--- src/acs_defs.svh ---
// Constant definitions for the converter control-word sequencer
`ifndef ACS_DEFS_SVH
`define ACS_DEFS_SVH

// =============================================
// Serial frame geometry
`define ACS_WORD_BITS 16
`define ACS_BITCNT_W 5
`define ACS_WORD_FULL 5'h10
`define ACS_DATA_BITS 10
`define ACS_LEAD_BITS 5'h06
`define ACS_PAD_ZERO 6'h00

// =============================================
// Start-up and scan sequencing
`define ACS_STARTUP_FRAMES 2'h2
`define ACS_CHAN_W 3
`define ACS_POS_FIRST 3'h0
`define ACS_POS_STEP 3'h1
`define ACS_SEQ_ASC 2'h0
`define ACS_SEQ_ODD 2'h1
`define ACS_SEQ_EVEN 2'h2
`define ACS_SEQ_DESC 2'h3

// =============================================
// Reset value and result buffer depth
`define ACS_WORD_RESET 16'h0000
`define ACS_BUF_DEPTH 2

`endif

--- src/acs_pkg.sv ---
// Types shared by the converter control-word sequencer
package acs_pkg;

	// =============================================
	// Control word layout, most significant field first
	typedef struct packed {
		logic softPowerdown;
		logic readBack;
		logic [1:0] selfTest;
		logic lowSpeed;
		logic scanEnable;
		logic [2:0] chanField;
		logic refSourceSelect;
		logic refLevelSelect;
		logic autoPowerdownEnable;
		logic linearityOptimizer;
		logic [2:0] reservedBits;
	} acs_ctrl_t;

	// =============================================
	// Frame state
	typedef enum logic [1:0] {
		ACS_IDLE = 2'b01,
		ACS_FRAME = 2'b10
	} acs_state_t;

endpackage

--- src/acs_sequencer.sv ---
// Control-word sequencer of an eight-channel serial sampling converter
`timescale 1ns/1ps
`default_nettype none
`include "acs_defs.svh"

// =============================================
// Two-entry result buffer
module acs_buf #(
	parameter int W = `ACS_DATA_BITS,
	parameter int DEPTH = `ACS_BUF_DEPTH
) (
	input wire logic clk,
	input wire logic rstN,
	input wire logic inValid,
	input wire logic [W-1:0] inData,
	output logic inReady,
	output logic outValid,
	output logic [W-1:0] outData,
	input wire logic outReady
);
	localparam int AW = (DEPTH > 1) ? $clog2(DEPTH) : 1;
	localparam int CW = $clog2(DEPTH + 1);
	localparam logic [CW-1:0] CDEPTH = CW'(DEPTH);
	localparam logic [AW-1:0] ALAST = AW'(DEPTH - 1);
	logic [W-1:0] mem_ff [DEPTH];
	logic [AW-1:0] wrPtr_ff, nxt_wrPtr, rdPtr_ff, nxt_rdPtr;
	logic [CW-1:0] count_ff, nxt_count;
	logic inReady_ff, nxt_inReady;
	logic push, pop;

	assign push = inValid && inReady_ff;
	assign pop = outReady && (count_ff != '0);
	assign inReady = inReady_ff;
	assign outValid = (count_ff != '0);
	assign outData = mem_ff[rdPtr_ff];

	always_comb begin
		nxt_wrPtr = wrPtr_ff;
		nxt_rdPtr = rdPtr_ff;
		nxt_count = count_ff;
		if (push) begin
			nxt_wrPtr = (wrPtr_ff == ALAST) ? '0 : wrPtr_ff + AW'(1);
		end
		if (pop) begin
			nxt_rdPtr = (rdPtr_ff == ALAST) ? '0 : rdPtr_ff + AW'(1);
		end
		if (push && !pop) begin
			nxt_count = count_ff + CW'(1);
		end else if (pop && !push) begin
			nxt_count = count_ff - CW'(1);
		end
		nxt_inReady = (nxt_count != CDEPTH);
	end

	always_ff @(posedge clk or negedge rstN) begin
		if (!rstN) begin
			wrPtr_ff <= '0;
			rdPtr_ff <= '0;
			count_ff <= '0;
			inReady_ff <= 1'b0;
		end else begin
			wrPtr_ff <= nxt_wrPtr;
			rdPtr_ff <= nxt_rdPtr;
			count_ff <= nxt_count;
			inReady_ff <= nxt_inReady;
		end
	end

	always_ff @(posedge clk) begin
		if (push) begin
			mem_ff[wrPtr_ff] <= inData;
		end
	end
endmodule

// =============================================
// Sequencer top
module acs_sequencer (
	input wire logic clk,
	input wire logic arst_n,
	input wire logic sclk,
	input wire logic csN,
	input wire logic serialDataIn,
	output logic serialDataOut,
	output logic serialDataOutOe,
	output logic sampleReq,
	output logic [`ACS_CHAN_W-1:0] sampleChan,
	output logic frameValid,
	output acs_pkg::acs_ctrl_t settings,
	input wire logic adcValid,
	input wire logic [`ACS_DATA_BITS-1:0] adcData,
	output logic adcReady
);
	import acs_pkg::*;

	// =============================================
	// Reset release and pin synchronisers
	logic [1:0] rstSync_ff;
	logic rstN;
	logic [1:0] sclkSync_ff, csSync_ff, sdiSync_ff;
	logic sclkD_ff, csD_ff;
	logic sclkRise, sclkFall, frameStart, frameEnd;

	always_ff @(posedge clk or negedge arst_n) begin
		if (!arst_n) begin
			rstSync_ff <= 2'h0;
		end else begin
			rstSync_ff <= {rstSync_ff[0], 1'b1};
		end
	end
	assign rstN = rstSync_ff[1];

	always_ff @(posedge clk or negedge rstN) begin
		if (!rstN) begin
			sclkSync_ff <= 2'h0;
			csSync_ff <= 2'h3;
			sdiSync_ff <= 2'h0;
			sclkD_ff <= 1'b0;
			csD_ff <= 1'b1;
		end else begin
			sclkSync_ff <= {sclkSync_ff[0], sclk};
			csSync_ff <= {csSync_ff[0], csN};
			sdiSync_ff <= {sdiSync_ff[0], serialDataIn};
			sclkD_ff <= sclkSync_ff[1];
			csD_ff <= csSync_ff[1];
		end
	end
	assign sclkRise = sclkSync_ff[1] && !sclkD_ff;
	assign sclkFall = !sclkSync_ff[1] && sclkD_ff;
	assign frameStart = !csSync_ff[1] && csD_ff;
	assign frameEnd = csSync_ff[1] && !csD_ff;

	// =============================================
	// Result buffer between converter and shifter
	logic bufValid, bufPop;
	logic [`ACS_DATA_BITS-1:0] bufData;

	acs_buf #(.W(`ACS_DATA_BITS), .DEPTH(`ACS_BUF_DEPTH)) resultBuf (
		.clk(clk),
		.rstN(rstN),
		.inValid(adcValid),
		.inData(adcData),
		.inReady(adcReady),
		.outValid(bufValid),
		.outData(bufData),
		.outReady(bufPop)
	);

	// =============================================
	// Frame state, sequencing and shifters
	acs_state_t state_ff, nxt_state;
	logic [`ACS_WORD_BITS-1:0] rxShift_ff, nxt_rxShift, txShift_ff, nxt_txShift, txBase;
	logic [`ACS_BITCNT_W-1:0] rxCnt_ff, nxt_rxCnt, txCnt_ff, nxt_txCnt;
	acs_ctrl_t pend_ff, nxt_pend, settings_ff, nxt_settings;
	logic [1:0] startCnt_ff, nxt_startCnt;
	logic pdLast_ff, nxt_pdLast, scanLast_ff, nxt_scanLast;
	logic [1:0] lastSeq_ff, nxt_lastSeq;
	logic [`ACS_CHAN_W-1:0] scanPos_ff, nxt_scanPos, pos, chan, sampleChan_ff, nxt_sampleChan;
	logic sampleReq_ff, nxt_sampleReq, frameValid_ff, nxt_frameValid;
	logic serialDataOut_ff, nxt_serialDataOut, oe_ff, nxt_oe;
	logic goodFrame, scanStart;

	function automatic logic [`ACS_CHAN_W-1:0] seqChan(input logic [1:0] seq,
		input logic [`ACS_CHAN_W-1:0] p);
		case (seq)
			`ACS_SEQ_ASC: seqChan = p;
			`ACS_SEQ_ODD: seqChan = {p[1:0], 1'b1};
			`ACS_SEQ_EVEN: seqChan = {p[1:0], 1'b0};
			`ACS_SEQ_DESC: seqChan = ~p;
			default: seqChan = p;
		endcase
	endfunction

	// Valid only after start-up and outside power-down and its recovery
	assign goodFrame = (startCnt_ff == `ACS_STARTUP_FRAMES) && !pend_ff.softPowerdown
		&& !pdLast_ff;
	assign scanStart = pend_ff.chanField[0] || !scanLast_ff
		|| (pend_ff.chanField[2:1] != lastSeq_ff);
	assign pos = scanStart ? `ACS_POS_FIRST : scanPos_ff;
	assign chan = pend_ff.scanEnable ? seqChan(pend_ff.chanField[2:1], pos)
		: pend_ff.chanField;
	assign txBase = (txCnt_ff == `ACS_LEAD_BITS)
		? ((frameValid_ff && bufValid) ? {bufData, `ACS_PAD_ZERO} : `ACS_WORD_RESET)
		: txShift_ff;
	assign bufPop = (state_ff == ACS_FRAME) && sclkFall && (txCnt_ff == `ACS_LEAD_BITS);

	always_comb begin
		nxt_state = state_ff;
		nxt_rxShift = rxShift_ff;
		nxt_rxCnt = rxCnt_ff;
		nxt_txShift = txShift_ff;
		nxt_txCnt = txCnt_ff;
		nxt_pend = pend_ff;
		nxt_settings = settings_ff;
		nxt_startCnt = startCnt_ff;
		nxt_pdLast = pdLast_ff;
		nxt_scanLast = scanLast_ff;
		nxt_lastSeq = lastSeq_ff;
		nxt_scanPos = scanPos_ff;
		nxt_sampleChan = sampleChan_ff;
		nxt_sampleReq = 1'b0;
		nxt_frameValid = frameValid_ff;
		nxt_serialDataOut = serialDataOut_ff;
		nxt_oe = oe_ff;
		case (state_ff)
			ACS_IDLE: begin
				nxt_oe = 1'b0;
				if (frameStart) begin
					nxt_state = ACS_FRAME;
					nxt_oe = 1'b1;
					nxt_rxCnt = '0;
					nxt_txCnt = '0;
					nxt_txShift = `ACS_WORD_RESET;
					nxt_serialDataOut = 1'b0;
					nxt_settings = pend_ff;
					nxt_frameValid = goodFrame;
					nxt_sampleReq = goodFrame;
					nxt_sampleChan = chan;
					nxt_pdLast = pend_ff.softPowerdown;
					if (startCnt_ff != `ACS_STARTUP_FRAMES) begin
						nxt_startCnt = startCnt_ff + 2'h1;
					end
					nxt_scanLast = pend_ff.scanEnable;
					nxt_lastSeq = pend_ff.chanField[2:1];
					if (pend_ff.scanEnable && (goodFrame || pend_ff.softPowerdown)) begin
						nxt_scanPos = pos + `ACS_POS_STEP;
					end else if (pend_ff.scanEnable) begin
						nxt_scanPos = pos;
					end
				end
			end
			ACS_FRAME: begin
				if (frameEnd) begin
					nxt_state = ACS_IDLE;
					nxt_oe = 1'b0;
					nxt_serialDataOut = 1'b0;
					if (rxCnt_ff == `ACS_WORD_FULL) begin
						nxt_pend = acs_ctrl_t'(rxShift_ff);
					end
				end else begin
					if (sclkRise && rxCnt_ff != `ACS_WORD_FULL) begin
						nxt_rxShift = {rxShift_ff[`ACS_WORD_BITS-2:0], sdiSync_ff[1]};
						nxt_rxCnt = rxCnt_ff + `ACS_BITCNT_W'(1);
					end
					if (sclkFall) begin
						nxt_serialDataOut = txBase[`ACS_WORD_BITS-1];
						nxt_txShift = {txBase[`ACS_WORD_BITS-2:0], 1'b0};
						if (txCnt_ff != `ACS_WORD_FULL) begin
							nxt_txCnt = txCnt_ff + `ACS_BITCNT_W'(1);
						end
					end
				end
			end
			default: begin
				nxt_state = ACS_IDLE;
				nxt_oe = 1'b0;
			end
		endcase
	end

	always_ff @(posedge clk or negedge rstN) begin
		if (!rstN) begin
			state_ff <= ACS_IDLE;
			rxShift_ff <= `ACS_WORD_RESET;
			rxCnt_ff <= '0;
			txShift_ff <= `ACS_WORD_RESET;
			txCnt_ff <= '0;
			pend_ff <= acs_ctrl_t'(`ACS_WORD_RESET);
			settings_ff <= acs_ctrl_t'(`ACS_WORD_RESET);
			startCnt_ff <= 2'h0;
			pdLast_ff <= 1'b0;
			scanLast_ff <= 1'b0;
			lastSeq_ff <= `ACS_SEQ_ASC;
			scanPos_ff <= `ACS_POS_FIRST;
			sampleChan_ff <= `ACS_POS_FIRST;
			sampleReq_ff <= 1'b0;
			frameValid_ff <= 1'b0;
			serialDataOut_ff <= 1'b0;
			oe_ff <= 1'b0;
		end else begin
			state_ff <= nxt_state;
			rxShift_ff <= nxt_rxShift;
			rxCnt_ff <= nxt_rxCnt;
			txShift_ff <= nxt_txShift;
			txCnt_ff <= nxt_txCnt;
			pend_ff <= nxt_pend;
			settings_ff <= nxt_settings;
			startCnt_ff <= nxt_startCnt;
			pdLast_ff <= nxt_pdLast;
			scanLast_ff <= nxt_scanLast;
			lastSeq_ff <= nxt_lastSeq;
			scanPos_ff <= nxt_scanPos;
			sampleChan_ff <= nxt_sampleChan;
			sampleReq_ff <= nxt_sampleReq;
			frameValid_ff <= nxt_frameValid;
			serialDataOut_ff <= nxt_serialDataOut;
			oe_ff <= nxt_oe;
		end
	end

	assign serialDataOut = serialDataOut_ff;
	assign serialDataOutOe = oe_ff;
	assign sampleReq = sampleReq_ff;
	assign sampleChan = sampleChan_ff;
	assign frameValid = frameValid_ff;
	assign settings = settings_ff;

	logic startIdle;
	assign startIdle = frameStart && (state_ff == ACS_IDLE);
endmodule

`default_nettype wire

--- config.mk ---
export PLATFORM = sky130hd
export DESIGN_NAME = acs_sequencer
export DESIGN_NICKNAME = d
export VERILOG_FILES = /design/src/acs_pkg.sv /design/src/acs_sequencer.sv
export VERILOG_INCLUDE_DIRS = /design/src
export SDC_FILE = /design/constraint.sdc
export NUM_CORES = 1
export LEC_CHECK = 0
export BUFFER_PORTS_ARGS = -buffer_cell sky130_fd_sc_hd__buf_2
export CAP_MARGIN = 10
export CORE_UTILIZATION = 64
export DETAILED_ROUTE_END_ITERATION = 12
export PLACE_DENSITY = 0.85
export SLEW_MARGIN = 20
export SYNTH_ARGS = -nofsm -noshare
export SYNTH_HDL_FRONTEND = slang
export SYNTH_SLANG_ARGS = --single-unit
--- constraint.sdc ---
create_clock -name clk -period 6.5 [get_ports clk]
set_clock_uncertainty 0.15 [all_clocks]
set_input_delay 0 -clock clk [delete_from_list [all_inputs] [get_ports clk]]
set_output_delay 0 -clock clk [all_outputs]
set_load 0.1 [all_outputs]
Word-level counts from Yosys, hierarchy flattened
Memory sizes are Yosys's and may differ from the RTL's.
Cells that the tools add are included.
{"block": "op_classes", "addsub": 8, "n_eq_ne": 20, "n_mux": 37, "bitwise": 2, "n_reduce_logical": 41}
{"operator": "16-bit two-way mux", "count": 5}
{"operator": "16-bit case mux with 2 select lines", "count": 1}
{"operator": "5-bit two-way mux", "count": 6}
{"operator": "5-bit case mux with 2 select lines", "count": 2}
{"operator": "1-bit logical AND", "count": 15}
{"operator": "3-bit AND reduction", "count": 5}
{"operator": "3-bit two-way mux", "count": 4}
{"operator": "2-bit inequality test, second input constant", "count": 6}
{"operator": "3-bit case mux with 4 select lines", "count": 1}
{"operator": "1-bit two-way mux", "count": 11}
{"operator": "5-bit by 1-bit adder with 5-bit output, second input constant", "count": 2}
{"operator": "5-bit inequality test, second input constant", "count": 2}
{"operator": "1-bit logical NOT", "count": 9}
{"operator": "2-bit == test, second input constant", "count": 4}
{"operator": "2-bit two-way mux", "count": 4}
{"operator": "4-bit AND reduction", "count": 2}
{"operator": "2-bit nonzero test", "count": 3}
{"operator": "5-bit by 3-bit == test with 1-bit output, second input constant", "count": 1}
{"operator": "5-bit == test, second input constant", "count": 1}
{"operator": "5-bit AND reduction", "count": 1}
{"operator": "2-bit by 1-bit adder with 2-bit output, second input constant", "count": 2}
{"operator": "2-bit by 1-bit == test with 1-bit output, second input constant", "count": 2}
{"operator": "2-bit by 1-bit inequality test with 1-bit output, second input constant", "count": 2}
{"operator": "1-bit case mux with 2 select lines", "count": 2}
{"operator": "other kinds (11)", "count": 15}
{"block": "totals", "reg_bits": 105, "ramBits": 20, "in_bits": 16, "mem_count": 1}
{"memory": "resultBuf.mem_ff", "words": 2, "width": 10, "rd": 1, "rd_clocked_by_memory_dff": 0, "wr": 1, "line": "acs_sequencer.sv:25", "source": "logic [W-1:0] mem_ff [DEPTH];"}

Longest topological paths before layout
{"block": "logic_depth", "word_depth": 9, "depth_mapped": 8, "mapped_depth_nobuf": 7}

By module
A second synthesis with hierarchy kept.
{"block": "hier_totals", "cells_unflattened": 403, "hier_area_um2": 4914.7}
{"module": "acs_sequencer", "instances": 1, "cells_per_inst": 345, "area_each_um2": 3906.2, "seq_area_each_um2": 2282.2}
{"module": "acs_buf", "instances": 1, "cells_per_inst": 58, "area_each_um2": 1008.5, "seq_area_each_um2": 725.7}

Worst setup path after synthesis
No wires, ideal clock.
{"block": "synth_timing", "path_kind": "flip-flop to flip-flop", "from": "register, netlist name settings[9]", "to": "register scanPos_ff[2]", "setup_ns": 0.125, "t_arrival_ns": 2.207, "t_required_ns": 6.225, "setup_slack_ns": 4.018, "stages_incl_launch_ff": 9, "n_path_buf": 1, "cell_sequence": "dfrtp_1 -> xnor2_1 -> and3_1 -> clkbuf_1 -> and2_1 -> ha_1 -> o21a_1 -> mux2i_1 -> a21oi_1"}
{"item": "end signal: assignment", "line": "acs_sequencer.sv:274", "source": "scanPos_ff <= `ACS_POS_FIRST;"}
{"item": "end signal: assignment", "line": "acs_sequencer.sv:292", "source": "scanPos_ff <= nxt_scanPos;"}
{"item": "end: declaration", "line": "acs_sequencer.sv:158", "source": "logic [`ACS_CHAN_W-1:0] scanPos_ff, nxt_scanPos, pos, chan, sampleChan_ff, nxt_sampleChan;"}

Final worst setup path
{"block": "layout_timing", "from": "register csSync_ff[1]", "to": "register txCnt_ff[0]"}
{"block": "layout_via", "elab_chain_len": 4}
{"item": "start: declaration", "line": "acs_sequencer.sv:100", "source": "logic [1:0] sclkSync_ff, csSync_ff, sdiSync_ff;"}
{"item": "start signal: assignment", "line": "acs_sequencer.sv:122", "source": "csSync_ff <= {csSync_ff[0], csN};"}
{"item": "1-bit logical NOT", "line": "acs_sequencer.sv:130", "source": "assign frameStart = !csSync_ff[1] && csD_ff;"}
{"item": "1-bit logical AND", "line": "acs_sequencer.sv:130"}
{"item": "2-bit inequality test (no line)"}
{"item": "5-bit AND reduction (no line) *"}
{"item": "end signal: assignment", "line": "acs_sequencer.sv:285", "source": "txCnt_ff <= nxt_txCnt;"}
{"item": "end: declaration", "line": "acs_sequencer.sv:153", "source": "logic [`ACS_BITCNT_W-1:0] rxCnt_ff, nxt_rxCnt, txCnt_ff, nxt_txCnt;"}
Every way passes the cells marked *; elsewhere a longest branch is shown, timed or not.
A chain may end at the register's enable or synchronous reset.

==> summary.txt <==
CTS
  • Cts bufs inserted: 17
  • Clock slew at reported path FFs: 0.06 ns
  • Post-CTS Repair Setup Buffers: 0
  • H-tree lvl count: 4
  • Post-cts sizing count: 0
  • CTS tree: yes
  • Hold buffers post-CTS: 19
  • Clock sinks: about 120
  • Clk Latency, worst-skew pair: between 0.5 and 0.6 ns
  • Root buffer cell: clkbuf_8
  • Clk buf depth: 2

Synthesis
  • Yosys top cell by area: dfrtp_1
  • Top cell type's share of synthesized area: 0.476
  • Main synth FF type: dfrtp_1
  • Commonest cells post-synth: dfrtp_1, nand2_1, mux2_2, edfxtp_1, o21ai_0
  • Post-Syn Area per Cell: between 10 and 15 sq um
  • Flops & latches, synth: 116
  • Synthesized area: 0.00484 sq mm
  • Number of synthesized flops with an enable pin: 20
  • Synth Net Count: 411
  • Post-synthesis cell type count: 50
  • Mapped Cells: 387
  • Post-synth ARST share: 0.828
  • Most common cell in the synthesized netlist: dfrtp_1
  • Area contributors post-synth: dfrtp_1, edfxtp_1, mux2_2
  • Post-synthesis sequential area ratio: 0.622
  • YS warnings: 0

Floorplan
  • Die Ht: 89.0 microns
  • Core area: 0.00729 sq mm
  • Rows: 31
  • Die ar.: between 0.007 and 0.008 sq mm
  • Top-level I/O count: 40
  • Die width: 89.0 microns
  • Initial Utilization: 0.664

Worst setup path
  • CP bufs+invs: 0
  • CP cell instances: and4bb_1 -> a21oi_1 -> a41o_1 -> mux2i_1
  • CP max FO: 24
  • Reg2Reg Depth: 4
  • CP required: 6.77 ns
  • Crit path kind: flip-flop to flip-flop
  • Critical Path Source Type: flip-flop
  • WP depth: 4
  • Top Family by Delay on Critical Path: compound AO/OA/AOI/OAI gates
  • Slowest CP cell: a21oi_1
  • Critical path arrival: 2.91 ns
  • CP peak stage delay: between 0.8 and 0.9 ns
  • Crit path capture type: flip-flop

STA
  • Slew @ Worst Pin: just under 1 ns
  • Crit path time final: ~2.6 ns
  • Crit share post-route: 0.406
  • Fin Hold WS: 0.0547 ns
  • Final Max Tran Viols: 0
  • Count of final setup violators: 0
  • Max Freq: between 0.3 and 0.4 GHz
  • Final hold vios: 0
  • Setup TNS: 0 ns
  • Slew headroom: 0.352
  • Unrepaired setup endpoints after global routing: no

Cells and area
  • Fin cells: roughly 560
  • # diodes: 0
  • Area grow syn2layout: 21.0%
  • Final nets: 473
  • Share of cells above drive strength 1: 0.253

Routing
  • 1st-pass router iterations: 5
  • Vias/cell: a little under 6
  • Wire per inst: 18.1 microns
  • # DRC: 0
  • Total wire length: 10100 microns
  • Initial DRC count: 289
  • ANT nets after route: 0
  • Vias: 3248

Global route
  • Initial antenna violation count: 0
  • First-pass GRT wire length: approximately 16000 microns
  • Pin count of the biggest net entering global routing: 62
  • GRT Util Overall: 0.286
  • Gr ovfl total: 0
  • Vias in the first global route: between 3000 and 4000

Power
  • PwrDens: about 330 mW/mm^2
  • Overall power: approximately 0.0019 W
  • Static leakage: around 2.8 nW
  • Max VDD drop: 0.305 mV

Place
  • RePlAce Congestion: 0.782
  • # placed instances: 510
  • DP HPWL: 5540 microns
  • PortBufs: 39

Min path
  • Hold Crit Depth: 2
  • Worst hold path class: input pin to flip-flop

Status
  • Status: finished clean

Job
  • Max Cap Viol: 0
## routing by layer
metal,up-vias,global-route usage,share of wire
li1,1494,-,-
met1,1634,0.360,0.42
met5,-,0,0
met2,95,0.473,0.51
met3,25,0.0785,0.042
met4,0,0.120,0.021
## final timing paths
kind	from	end	slack, ns
min in group asynchronous	rstSync_ff[1]	sdiSync_ff[1]	0.12
worst min-delay path	adcData[6]	resultBuf.mem_ff[1][6]	0.05
max in group asynchronous	rstSync_ff[1]	resultBuf.count_ff[0]	4.97
worst max register to register	csSync_ff[1]	txCnt_ff[0]	3.86
worst min register to register	rstSync_ff[1]	sdiSync_ff[1]	0.12
worst max-delay path	csSync_ff[1]	txCnt_ff[0]	3.86
## registers in the layout, summed over array words and instances (netlist names), 3 cells and up
name / count
resultBuf.mem_ff: 20
pend_ff: 16
scanPos_ff: 3
txShift_ff: 9
sampleChan: 3
rxShift_ff: 16
rxCnt_ff: 5
txCnt_ff: 5
settings: 14
## worst register-to-register path, stage by stage (launching register included)
cell      delay (ns)
dfstp_2         0.55
and4bb_1        0.52
a21oi_1         0.82
a41o_1          0.25
mux2i_1         0.26
## stage by stage
step                 util  setup WS [ns]  instance area [sq um]
finish              0.803           3.86                   5860
global route        0.803           3.69                   5860
CTS                 0.803           3.88                   5860
detailed placement  0.699           3.95                   5100
global placement    0.699           4.09                   5100
floorplan               -           3.48                   4840
## cells in the final DEF (no fill, tap or decap), drive strengths merged, types with 2 or more instances in the layout
cell	n
o211ai	3
clkinvlp	5
dlygate4sd3	19
a31oi	3
nor2	10
and4bb	3
xnor2	6
o31ai	3
edfxtp	20
xor2	2
or3	2
a22oi	8
a21oi	8
nand4bb	3
nand2	63
nor3	6
mux2i	16
o21ai	20
nand3	7
mux2	34
buf	42
a21o	2
nand2b	6
clkinv	5
clkbuf	20
inv	10
nand4	6
dfstp	4
nor2b	5
and2	3
a211oi	2
ha	8
and3	4
dfrtp	92
## cell type report
class                      count  area (sq um)
clock buffer                  20           467
clock inverter                12           103
fill                         400          1430
inverter                       9          33.8
multi-input combinational    244          1710
sequential                   116          3010
tap                           99           124
timing repair buffer          61           408
## report_power, final
part / internal [W] / switching [W] / total [W]
Combinational: 0.0000650 / 0.000159 / 0.000224
Sequential: 0.000804 / 0.0000330 / 0.000837
Clock: 0.000547 / 0.000334 / 0.000881
## cells by family (layout without fill, tap and decap cells)
logic type,Yosys count,in the layout,share of synthesized area
multiplexers,50,50,0.112
buffers and inverters,27,102,0.0248
adder cells (fa/ha/maj),8,8,0.0207
XOR/XNOR,8,8,0.0145
AND/OR/NAND/NOR,122,122,0.134
other,1,1,0.000775
AO/OA/AOI/OAI,55,55,0.0719
flip-flops,116,116,0.622
No activity file was read; power rests on OpenSTA's default activity.
